--- config.mk ---
export PLATFORM = sky130hd
export DESIGN_NAME = psio_top
export DESIGN_NICKNAME = d
export VERILOG_FILES = /design/src/psio_pkg.sv /design/src/psio_top.sv
export VERILOG_INCLUDE_DIRS = /design/src
export SDC_FILE = /design/constraint.sdc
export NUM_CORES = 1
export LEC_CHECK = 0
export BUFFER_PORTS_ARGS = -buffer_cell sky130_fd_sc_hd__buf_2
export CAP_MARGIN = 15
export CORE_ASPECT_RATIO = 1.25
export CORE_MARGIN = 1.5
export CORE_UTILIZATION = 51
export DETAILED_ROUTE_END_ITERATION = 8
export PLACE_DENSITY = 0.69
export SLEW_MARGIN = 20
export SYNTH_ARGS = -nofsm -noshare
export SYNTH_HDL_FRONTEND = slang
export SYNTH_SLANG_ARGS = --single-unit
--- constraint.sdc ---
create_clock -name pclk -period 4.6 [get_ports pclk]
set_clock_uncertainty 0.05 [all_clocks]
set_input_delay 0.46 -clock pclk [delete_from_list [all_inputs] [get_ports pclk]]
set_output_delay 0.46 -clock pclk [all_outputs]
set_load 0.01 [all_outputs]
--- src/psio_map.svh ---
// Purpose: Offsets, field positions, reset values and timing counts of the protection status I/O pins.
// Assumes: APB byte addresses, 32-bit data, 100 MHz pclk.
// Notes: Definitions only.
`ifndef PSIO_MAP_SVH
`define PSIO_MAP_SVH

// ----------------------------------------------------------------
// Register offsets
// ----------------------------------------------------------------
`define PSIO_OFS_CFG0 12'h000
`define PSIO_OFS_CFG1 12'h004
`define PSIO_OFS_CFG2 12'h008
`define PSIO_OFS_PER0 12'h00c
`define PSIO_OFS_PER1 12'h010
`define PSIO_OFS_PER2 12'h014
`define PSIO_OFS_DUTY0 12'h018
`define PSIO_OFS_DUTY1 12'h01c
`define PSIO_OFS_DUTY2 12'h020
`define PSIO_OFS_STATUS 12'h024
`define PSIO_OFS_IRQ_STAT 12'h028
`define PSIO_OFS_IRQ_MASK 12'h02c

// ----------------------------------------------------------------
// Fields and encodings
// ----------------------------------------------------------------
`define PSIO_CFG_ROLE_LSB 0
`define PSIO_CFG_INV_BIT 2
`define PSIO_CFG_VAL_BIT 3
`define PSIO_CFG_PWM_BIT 4
`define PSIO_ROLE_DEFAULT 2'h0
`define PSIO_ROLE_INPUT 2'h1
`define PSIO_ROLE_OUTPUT 2'h2
`define PSIO_IRQ_RX_BIT 0
`define PSIO_IRQ_TX_BIT 1
`define PSIO_IDX_NONE 4'hf

// ----------------------------------------------------------------
// Reset values
// ----------------------------------------------------------------
`define PSIO_CFG_RST 5'h00
`define PSIO_PER_RST 16'h03e8
`define PSIO_DUTY_RST 16'h01f4

// ----------------------------------------------------------------
// Timing
// ----------------------------------------------------------------
`define PSIO_CLK_PERIOD_NS 10
`define PSIO_PULSE_LOW_US 30
`define PSIO_PULSE_CYC (((`PSIO_PULSE_LOW_US * 1000) + `PSIO_CLK_PERIOD_NS - 1) / `PSIO_CLK_PERIOD_NS)

`endif

--- src/psio_pkg.sv ---
// Purpose: Types of the protection status I/O pins.
// Assumes: Constants come from psio_map.svh.
// Notes: Whole module state is one packed struct.
`default_nettype none
package psio_pkg;

	typedef enum logic [0:0] {TX_IDLE, TX_LOW} psio_tx_type;

	typedef struct packed {
		logic [2:0][2:0] sync;
		logic [2:0] filt;
		logic armed;
		logic [11:0] low_cnt;
		psio_tx_type tx;
		logic [11:0] tx_cnt;
		logic on_prev;
		logic [2:0][4:0] cfg;
		logic [2:0][15:0] per;
		logic [2:0][15:0] duty;
		logic [2:0][15:0] pwm_cnt;
		logic [1:0] irq_stat;
		logic [1:0] irq_mask;
		logic [2:0] pin_o;
		logic [2:0] pin_oe;
		logic irq;
		logic clear;
		logic pready;
		logic pslverr;
		logic [31:0] prdata;
	} psio_state_type;

endpackage
`default_nettype wire

--- src/psio_top.sv ---
// Purpose: Logic behind three configurable digital I/O pins with protection clear, protection state and off status.
// Assumes: APB slave on pclk; protect_active and output_on come from logic on pclk.
// Notes: Pins are three signals each; the bench resolves the wire.
//
// Functional notes
// - Each pin: default, input or output role.
// - Output value 0 drives high, 1 low.
// - Output role may emit PWM from period, duty.
// - Input role samples and reports pin level.
// - Per-pin invert flips input and output levels.
// - Valid pulse on pin one clears protection.
// - Pin one pulses when output turns on unprotected.
// - Pulses stay low at least 30 us.
// - Pin two high unprotected, low in protection.
// - Pin three high when output off, low on.
// - Pulses are falling edges from idle high.
//
// The register addresses and the APB interface to the registers are this design's own decisions.
`timescale 1ns/10ps
`default_nettype none
`include "psio_map.svh"

module psio_top
(
	input wire logic pclk,
	input wire logic presetn,
	input wire logic psel,
	input wire logic penable,
	input wire logic pwrite,
	input wire logic [11:0] paddr,
	input wire logic [31:0] pwdata,
	output logic [31:0] prdata,
	output logic pready,
	output logic pslverr,
	input wire logic [2:0] pin_i,
	output logic [2:0] pin_o,
	output logic [2:0] pin_oe,
	input wire logic protect_active,
	input wire logic output_on,
	output logic protect_clear,
	output logic irq
);

	localparam logic [11:0] PULSE_LAST = 12'(`PSIO_PULSE_CYC - 1);

	psio_pkg::psio_state_type q;
	psio_pkg::psio_state_type d;
	logic rx_fire;
	logic tx_start;
	logic [3:0] idx;
	logic [1:0] w1c;

	// ----------------------------------------------------------------
	// Decoding
	// ----------------------------------------------------------------
	function automatic logic [3:0] reg_index(input logic [11:0] a);
		case (a)
			`PSIO_OFS_CFG0: return 4'h0;
			`PSIO_OFS_CFG1: return 4'h1;
			`PSIO_OFS_CFG2: return 4'h2;
			`PSIO_OFS_PER0: return 4'h3;
			`PSIO_OFS_PER1: return 4'h4;
			`PSIO_OFS_PER2: return 4'h5;
			`PSIO_OFS_DUTY0: return 4'h6;
			`PSIO_OFS_DUTY1: return 4'h7;
			`PSIO_OFS_DUTY2: return 4'h8;
			`PSIO_OFS_STATUS: return 4'h9;
			`PSIO_OFS_IRQ_STAT: return 4'ha;
			`PSIO_OFS_IRQ_MASK: return 4'hb;
			default: return `PSIO_IDX_NONE;
		endcase
	endfunction

	function automatic logic [1:0] role_of(input logic [4:0] c);
		return c[`PSIO_CFG_ROLE_LSB +: 2];
	endfunction

	// Asserted pulse level: low pin under normal polarity, high pin under invert.
	function automatic logic pulse_active(input logic lvl, input logic [4:0] c);
		return ~(lvl ^ c[`PSIO_CFG_INV_BIT]);
	endfunction

	assign idx = reg_index(paddr);
	assign rx_fire = (role_of(q.cfg[0]) == `PSIO_ROLE_DEFAULT) && (q.tx == psio_pkg::TX_IDLE) &&
		pulse_active(q.filt[0], q.cfg[0]) && q.armed && (q.low_cnt == PULSE_LAST);
	assign tx_start = (role_of(q.cfg[0]) == `PSIO_ROLE_DEFAULT) && (q.tx == psio_pkg::TX_IDLE) &&
		output_on && !q.on_prev && !protect_active;

	// ----------------------------------------------------------------
	// Next state
	// ----------------------------------------------------------------
	always_comb
	begin
		d = q;
		w1c = 2'h0;
		d.clear = 1'b0;
		d.on_prev = output_on;
		for (int i = 0; i < 3; i++)
		begin
			// A level counts once the second and third stages agree.
			d.sync[i] = {q.sync[i][1:0], pin_i[i]};
			if (q.sync[i][1] == q.sync[i][2])
			begin
				d.filt[i] = q.sync[i][2];
			end
			if ({1'b0, q.pwm_cnt[i]} + 17'h1 >= {1'b0, q.per[i]})
			begin
				d.pwm_cnt[i] = 16'h0;
			end
			else
			begin
				d.pwm_cnt[i] = q.pwm_cnt[i] + 16'h1;
			end
		end

		// Pulse receiver on pin one; own pulses are not heard back.
		if (role_of(q.cfg[0]) == `PSIO_ROLE_DEFAULT && q.tx == psio_pkg::TX_IDLE)
		begin
			if (pulse_active(q.filt[0], q.cfg[0]))
			begin
				if (q.low_cnt != PULSE_LAST)
				begin
					d.low_cnt = q.low_cnt + 12'h1;
				end
				else if (q.armed)
				begin
					d.armed = 1'b0;
				end
			end
			else
			begin
				d.low_cnt = 12'h0;
				d.armed = 1'b1;
			end
		end
		else
		begin
			d.low_cnt = 12'h0;
			d.armed = 1'b0;
		end
		if (rx_fire && protect_active)
		begin
			d.clear = 1'b1;
		end

		// Pulse transmitter on pin one.
		case (q.tx)
			psio_pkg::TX_IDLE:
			begin
				if (tx_start)
				begin
					d.tx = psio_pkg::TX_LOW;
					d.tx_cnt = 12'h0;
				end
			end
			psio_pkg::TX_LOW:
			begin
				if (q.tx_cnt == PULSE_LAST)
				begin
					d.tx = psio_pkg::TX_IDLE;
				end
				else
				begin
					d.tx_cnt = q.tx_cnt + 12'h1;
				end
			end
			default:
			begin
				d.tx = psio_pkg::TX_IDLE;
			end
		endcase

		// APB: setup cycle loads the answer, access cycle completes it.
		if (psel && !penable)
		begin
			d.pready = 1'b1;
			d.pslverr = (idx == `PSIO_IDX_NONE);
			case (idx)
				4'h0, 4'h1, 4'h2: d.prdata = {27'h0, q.cfg[idx[1:0]]};
				4'h3, 4'h4, 4'h5: d.prdata = {16'h0, q.per[2'(idx - 4'h3)]};
				4'h6, 4'h7, 4'h8: d.prdata = {16'h0, q.duty[2'(idx - 4'h6)]};
				4'h9: d.prdata = {27'h0, q.filt ^ {q.cfg[2][`PSIO_CFG_INV_BIT], q.cfg[1][`PSIO_CFG_INV_BIT],
					q.cfg[0][`PSIO_CFG_INV_BIT]}, output_on, protect_active};
				4'ha: d.prdata = {30'h0, q.irq_stat};
				4'hb: d.prdata = {30'h0, q.irq_mask};
				default: d.prdata = 32'h0;
			endcase
		end
		else if (psel && penable && q.pready)
		begin
			d.pready = 1'b0;
			d.pslverr = 1'b0;
			if (pwrite)
			begin
				case (idx)
					4'h0, 4'h1, 4'h2: d.cfg[idx[1:0]] = pwdata[4:0];
					4'h3, 4'h4, 4'h5: d.per[2'(idx - 4'h3)] = pwdata[15:0];
					4'h6, 4'h7, 4'h8: d.duty[2'(idx - 4'h6)] = pwdata[15:0];
					4'ha: w1c = pwdata[1:0];
					4'hb: d.irq_mask = pwdata[1:0];
					default: d.irq_mask = q.irq_mask;
				endcase
			end
		end

		// Set wins over a write-one clear in the same cycle.
		d.irq_stat = (q.irq_stat & ~w1c);
		d.irq_stat[`PSIO_IRQ_RX_BIT] = d.irq_stat[`PSIO_IRQ_RX_BIT] | rx_fire;
		d.irq_stat[`PSIO_IRQ_TX_BIT] = d.irq_stat[`PSIO_IRQ_TX_BIT] | tx_start;
		d.irq = |(d.irq_stat & d.irq_mask);

		// Pin drivers.
		for (int i = 0; i < 3; i++)
		begin
			case (role_of(d.cfg[i]))
				`PSIO_ROLE_DEFAULT:
				begin
					if (i == 0)
					begin
						d.pin_oe[i] = (d.tx == psio_pkg::TX_LOW);
						d.pin_o[i] = d.cfg[i][`PSIO_CFG_INV_BIT];
					end
					else if (i == 1)
					begin
						d.pin_oe[i] = 1'b1;
						d.pin_o[i] = ~protect_active ^ d.cfg[i][`PSIO_CFG_INV_BIT];
					end
					else
					begin
						d.pin_oe[i] = 1'b1;
						d.pin_o[i] = ~output_on ^ d.cfg[i][`PSIO_CFG_INV_BIT];
					end
				end
				`PSIO_ROLE_OUTPUT:
				begin
					d.pin_oe[i] = 1'b1;
					if (d.cfg[i][`PSIO_CFG_PWM_BIT])
					begin
						d.pin_o[i] = (d.pwm_cnt[i] < d.duty[i]) ^ d.cfg[i][`PSIO_CFG_INV_BIT];
					end
					else
					begin
						d.pin_o[i] = ~(d.cfg[i][`PSIO_CFG_VAL_BIT] ^ d.cfg[i][`PSIO_CFG_INV_BIT]);
					end
				end
				default:
				begin
					d.pin_oe[i] = 1'b0;
					d.pin_o[i] = 1'b0;
				end
			endcase
		end
	end

	// ----------------------------------------------------------------
	// State register
	// ----------------------------------------------------------------
	always_ff @(posedge pclk or negedge presetn)
	begin
		if (!presetn)
		begin
			q <= '0;
			q.sync <= '1;
			q.filt <= 3'h7;
			q.cfg <= {3{`PSIO_CFG_RST}};
			q.per <= {3{`PSIO_PER_RST}};
			q.duty <= {3{`PSIO_DUTY_RST}};
			q.tx <= psio_pkg::TX_IDLE;
		end
		else
		begin
			q <= d;
		end
	end

	assign prdata = q.prdata;
	assign pready = q.pready;
	assign pslverr = q.pslverr;
	assign pin_o = q.pin_o;
	assign pin_oe = q.pin_oe;
	assign protect_clear = q.clear;
	assign irq = q.irq;

	// ----------------------------------------------------------------
	// Checks
	// ----------------------------------------------------------------
	property p_input_released;
		@(posedge pclk) disable iff (!presetn)
		role_of(d.cfg[2]) == `PSIO_ROLE_INPUT |=> !pin_oe[2];
	endproperty
	a_input_released: assert property (p_input_released) else $error("input pin driven");

	property p_out_level;
		@(posedge pclk) disable iff (!presetn)
		role_of(q.cfg[1]) == `PSIO_ROLE_OUTPUT && !q.cfg[1][`PSIO_CFG_PWM_BIT] ##1 $stable(q.cfg[1])
		|-> pin_oe[1] && pin_o[1] == !(q.cfg[1][`PSIO_CFG_VAL_BIT] ^ q.cfg[1][`PSIO_CFG_INV_BIT]);
	endproperty
	a_out_level: assert property (p_out_level) else $error("output level wrong");

	property p_pwm_wrap;
		@(posedge pclk) disable iff (!presetn)
		q.per[2] > 16'h1 && q.pwm_cnt[2] == q.per[2] - 16'h1 |=> q.pwm_cnt[2] == 16'h0;
	endproperty
	a_pwm_wrap: assert property (p_pwm_wrap) else $error("pwm period wrong");

	property p_prot_level;
		@(posedge pclk) disable iff (!presetn)
		$past(presetn) && role_of(q.cfg[1]) == `PSIO_ROLE_DEFAULT && $stable(q.cfg[1]) && $stable(protect_active)
		|-> pin_o[1] == ($past(!protect_active) ^ q.cfg[1][`PSIO_CFG_INV_BIT]);
	endproperty
	a_prot_level: assert property (p_prot_level) else $error("protection level wrong");

	property p_off_level;
		@(posedge pclk) disable iff (!presetn)
		$past(presetn) && role_of(q.cfg[2]) == `PSIO_ROLE_DEFAULT && $stable(q.cfg[2]) && $stable(output_on)
		|-> pin_oe[2] && pin_o[2] == ($past(!output_on) ^ q.cfg[2][`PSIO_CFG_INV_BIT]);
	endproperty
	a_off_level: assert property (p_off_level) else $error("off status level wrong");

	property p_clear_pulse;
		@(posedge pclk) disable iff (!presetn)
		rx_fire && protect_active |=> protect_clear ##1 !protect_clear;
	endproperty
	a_clear_pulse: assert property (p_clear_pulse) else $error("clear pulse missing");

	property p_rx_width;
		@(posedge pclk) disable iff (!presetn)
		rx_fire |-> q.low_cnt == PULSE_LAST && pulse_active(q.filt[0], q.cfg[0]);
	endproperty
	a_rx_width: assert property (p_rx_width) else $error("short pulse accepted");

	property p_tx_start;
		@(posedge pclk) disable iff (!presetn)
		tx_start |=> q.tx == psio_pkg::TX_LOW && q.tx_cnt == 12'h0;
	endproperty
	a_tx_start: assert property (p_tx_start) else $error("pulse not started");

	property p_tx_width;
		@(posedge pclk) disable iff (!presetn)
		$fell(pin_oe[0]) && $past(q.tx) == psio_pkg::TX_LOW && role_of(q.cfg[0]) == `PSIO_ROLE_DEFAULT
		|-> $past(q.tx_cnt) == PULSE_LAST;
	endproperty
	a_tx_width: assert property (p_tx_width) else $error("sent pulse too short");

	property p_sync;
		@(posedge pclk) disable iff (!presetn)
		$changed(q.filt[0]) |-> $past(q.sync[0][1]) == $past(q.sync[0][2]);
	endproperty
	a_sync: assert property (p_sync) else $error("unsynchronised input used");

endmodule
`default_nettype wire

==> impl_metrics.ini <==
[status]
status = finished, final reports clean

[timing]
relSlewSlack_pct = 36.09
period_needed_ps = 4452
fin_crit_sh_pct = 96.78
fin_setup_tns_ps = 0
rsz0062_at_grt = yes
slew_viol_final = 0
setup-violations-final = 0
tightest_slew_ps = 958.6
fmax_ghz = 0.2246
hold_viol = 0

[final_layout]
drive_gt1_share_pct = 24.35
final_util_pct = 61.51
layout_common_cells = dfrtp_1, nand2_1, inv_1, nor2_1, buf_4
fin_cells = 1838
layout_commonest_cell = dfrtp_1
syn2layout_area_growth_pct = 18.52
nets = 1641
n_antenna_cell = 0
fin_area_um2 = 15560

[synth]
synth_top_area_cell = dfrtp_1
avgSynthCellArea_um2 = 9.645
synth_area_leaders = dfrtp_1, ha_1, dfstp_2, mux2i_1, nand2_1
synth_top_area_share_pct = 34.32
ys_types = 69
ys_ff_latch = 228
syn_area_um2 = 13130
synth_cells = 1361
async_flop_share_pct = 100.0
yosysSeqAreaShare_pct = 43.92
yosysWarnings = 0
ys.flop_type = dfrtp_1
synth_edf_count = 0

[floorplanning]
core_um2 = 25290
io_pins = 96
num_rows = 65
die_x_um = 146.5
die_area_um2 = 26720
start_util_pct = 51.90
die_y_um = 182.4

[detailed_routing]
viasPerCell = 5.596
drtIter0Drc = 714
ant_nets = 0
wirelength_um = 33640
vias = 10290
drc = 0
first_pass_iters = 5
routedWlPerCell_um = 18.30

[grt]
grt_usage_pct = 24.84
grt_pass1_wl_um = 52710
grt_overflow = 0
grt_antenna_before_repair = 0
grt_start_max_net_pins = 150
grt_pass1_vias = 10180

[power]
ir_worst_vdd_v = 0.0002651
leakage_nw = 7.989
p_per_area_nw_per_um2 = 276.2

[worst_setup_path]
r2r_start = q[62]
arrival_ps = 4800
r2r_cells = 20
worstSetupStartpointType = flip-flop
ff2ff_setup_slack_ps = 150
r2r_end = pin_o[1]
crit_required_ps = 4940
critical_path_class = flip-flop to flip-flop
endpoint = pin_o[1]
crit_fanout = 6
critPathLaunch = q[62]
endpoint_kind = flip-flop

[hold_path]
hold_path.startpoint = output_on
min_path_type = primary input to flip-flop

[placement]
gp_congestion = 0.8757
dpl_cell_area_um2 = 14170
dpl.cell_count = 1774
dpl.hpwl_um = 24730
io_buffers = 63

[cts]
cts_buffers = 25
clock_sinks = 228
clk_path_buf_depth = 3
cts_root_buffer = clkbuf_16
clk_latency_ps = 530
cts_tree = yes
clk_pin_slew_ps = 60
ctsHtreeMaxLevel = 1

[flow_run]
cap_violations = 0
==> cells in the mapped netlist, drive strengths merged (3+ instances only) <==
| cell type | instances |
|---|---|
| o31ai | 17 |
| nand2b | 6 |
| o21ai | 91 |
| nor2b | 23 |
| mux2i | 75 |
| nor2 | 103 |
| o211ai | 8 |
| nor4 | 9 |
| and4 | 5 |
| or2 | 5 |
| xor2 | 21 |
| clkbuf | 40 |
| a2111oi | 3 |
| nand3b | 3 |
| nand4 | 29 |
| o22ai | 5 |
| nor3 | 18 |
| inv | 112 |
| ha | 102 |
| a21o | 15 |
| a21oi | 65 |
| nand3 | 45 |
| buf | 46 |
| xnor2 | 38 |
| maj3 | 3 |
| and3 | 40 |
| nand2 | 126 |
| or3 | 5 |
| dfrtp | 180 |
| mux2 | 32 |
| dfstp | 48 |
| a211oi | 10 |
==> critical path, cell delays in order, from the launching register on <==
cell,delay [ps]
dfrtp_2,410
ha_2,220
nand4_1,210
nor2_2,170
xor2_1,230
ha_1,300
a21oi_2,140
o221ai_1,120
a21o_1,200
a211oi_4,310
buf_6,170
and3_1,180
ha_1,260
a21oi_1,140
a21boi_0,90
o31ai_1,300
o2111ai_2,180
a31oi_1,240
a21bo_1,160
nand3_1,70
nor3b_2,160
==> worst min path at each step <==
stage | to | slack [ps] | depth (start not counted)
2_1_floorplan | asynchronous set/reset pin | 110 | 0
3_3_place_gp | d[237] | 300 | 0
3_5_place_dp | d[237] | 300 | 0
6_report | q[205] | 50 | 1
4_1_cts | q[205] | 30 | 1
5_1_grt | q[205] | 40 | 1
==> cells by family (layout without fill, tap and decap cells) <==
kind of cell,Yosys count,in the layout,synth area share (%)
adders and majority gates,105,105,9.951
AOI/OAI and AO/OA,236,236,10.79
DFF,228,228,43.92
xor gates and xnor gates,59,59,3.937
other,1,16,0.02857
and+or+nand+nor,427,427,16.10
muxes,107,107,8.464
buffers and inverters,198,325,6.806
==> power by group <==
group          internal (mW)  leakage, nW  switching, mW
sequential              2.07         2.77         0.0567
clock                   1.17        0.403          0.809
combinational         0.0656         4.81          0.128
total                   3.30         7.99          0.993
==> stage by stage <==
step	power, mW	hold WS (ps)	setup WS (ps)
6_report	4.297	46.01	147.9
3_5_place_dp	2.346	300.3	-110.2
5_1_grt	4.459	36.75	-141.3
4_1_cts	4.331	32.64	-33.66
2_1_floorplan	2.247	114.4	12.28
3_3_place_gp	2.341	297.8	-26.60
==> final cells by class <==
| class | count | area [um^2] |
|---|---|---|
| multi-input combinational | 950 | 6959 |
| inverter | 112 | 420.4 |
| clock inverter | 7 | 63.81 |
| tap | 335 | 419.2 |
| timing repair buffer | 168 | 1182 |
| clock buffer | 38 | 745.7 |
| sequential | 228 | 5767 |
| fill | 2084 | 9736 |
==> layer usage <==
metal  share of wire, %  up-vias  global-route usage [%]
met1                 43     5038                   33.03
met2                 49      277                   42.54
met5                  0        -                       0
met3                5.1       66                   3.225
met4                2.9        0                   7.071
li1                   -     4904                       -
==> timing repair <==
action	4_1_cts	5_1_grt
buffers inserted	0	13
resized for setup	4	80
cloned	0	2
pin swaps	2	51
hold buffers	4	0
setup endpoints to repair	3	3
endpoints found under the hold margin	77	0
(Power assumes the default switching activity.)
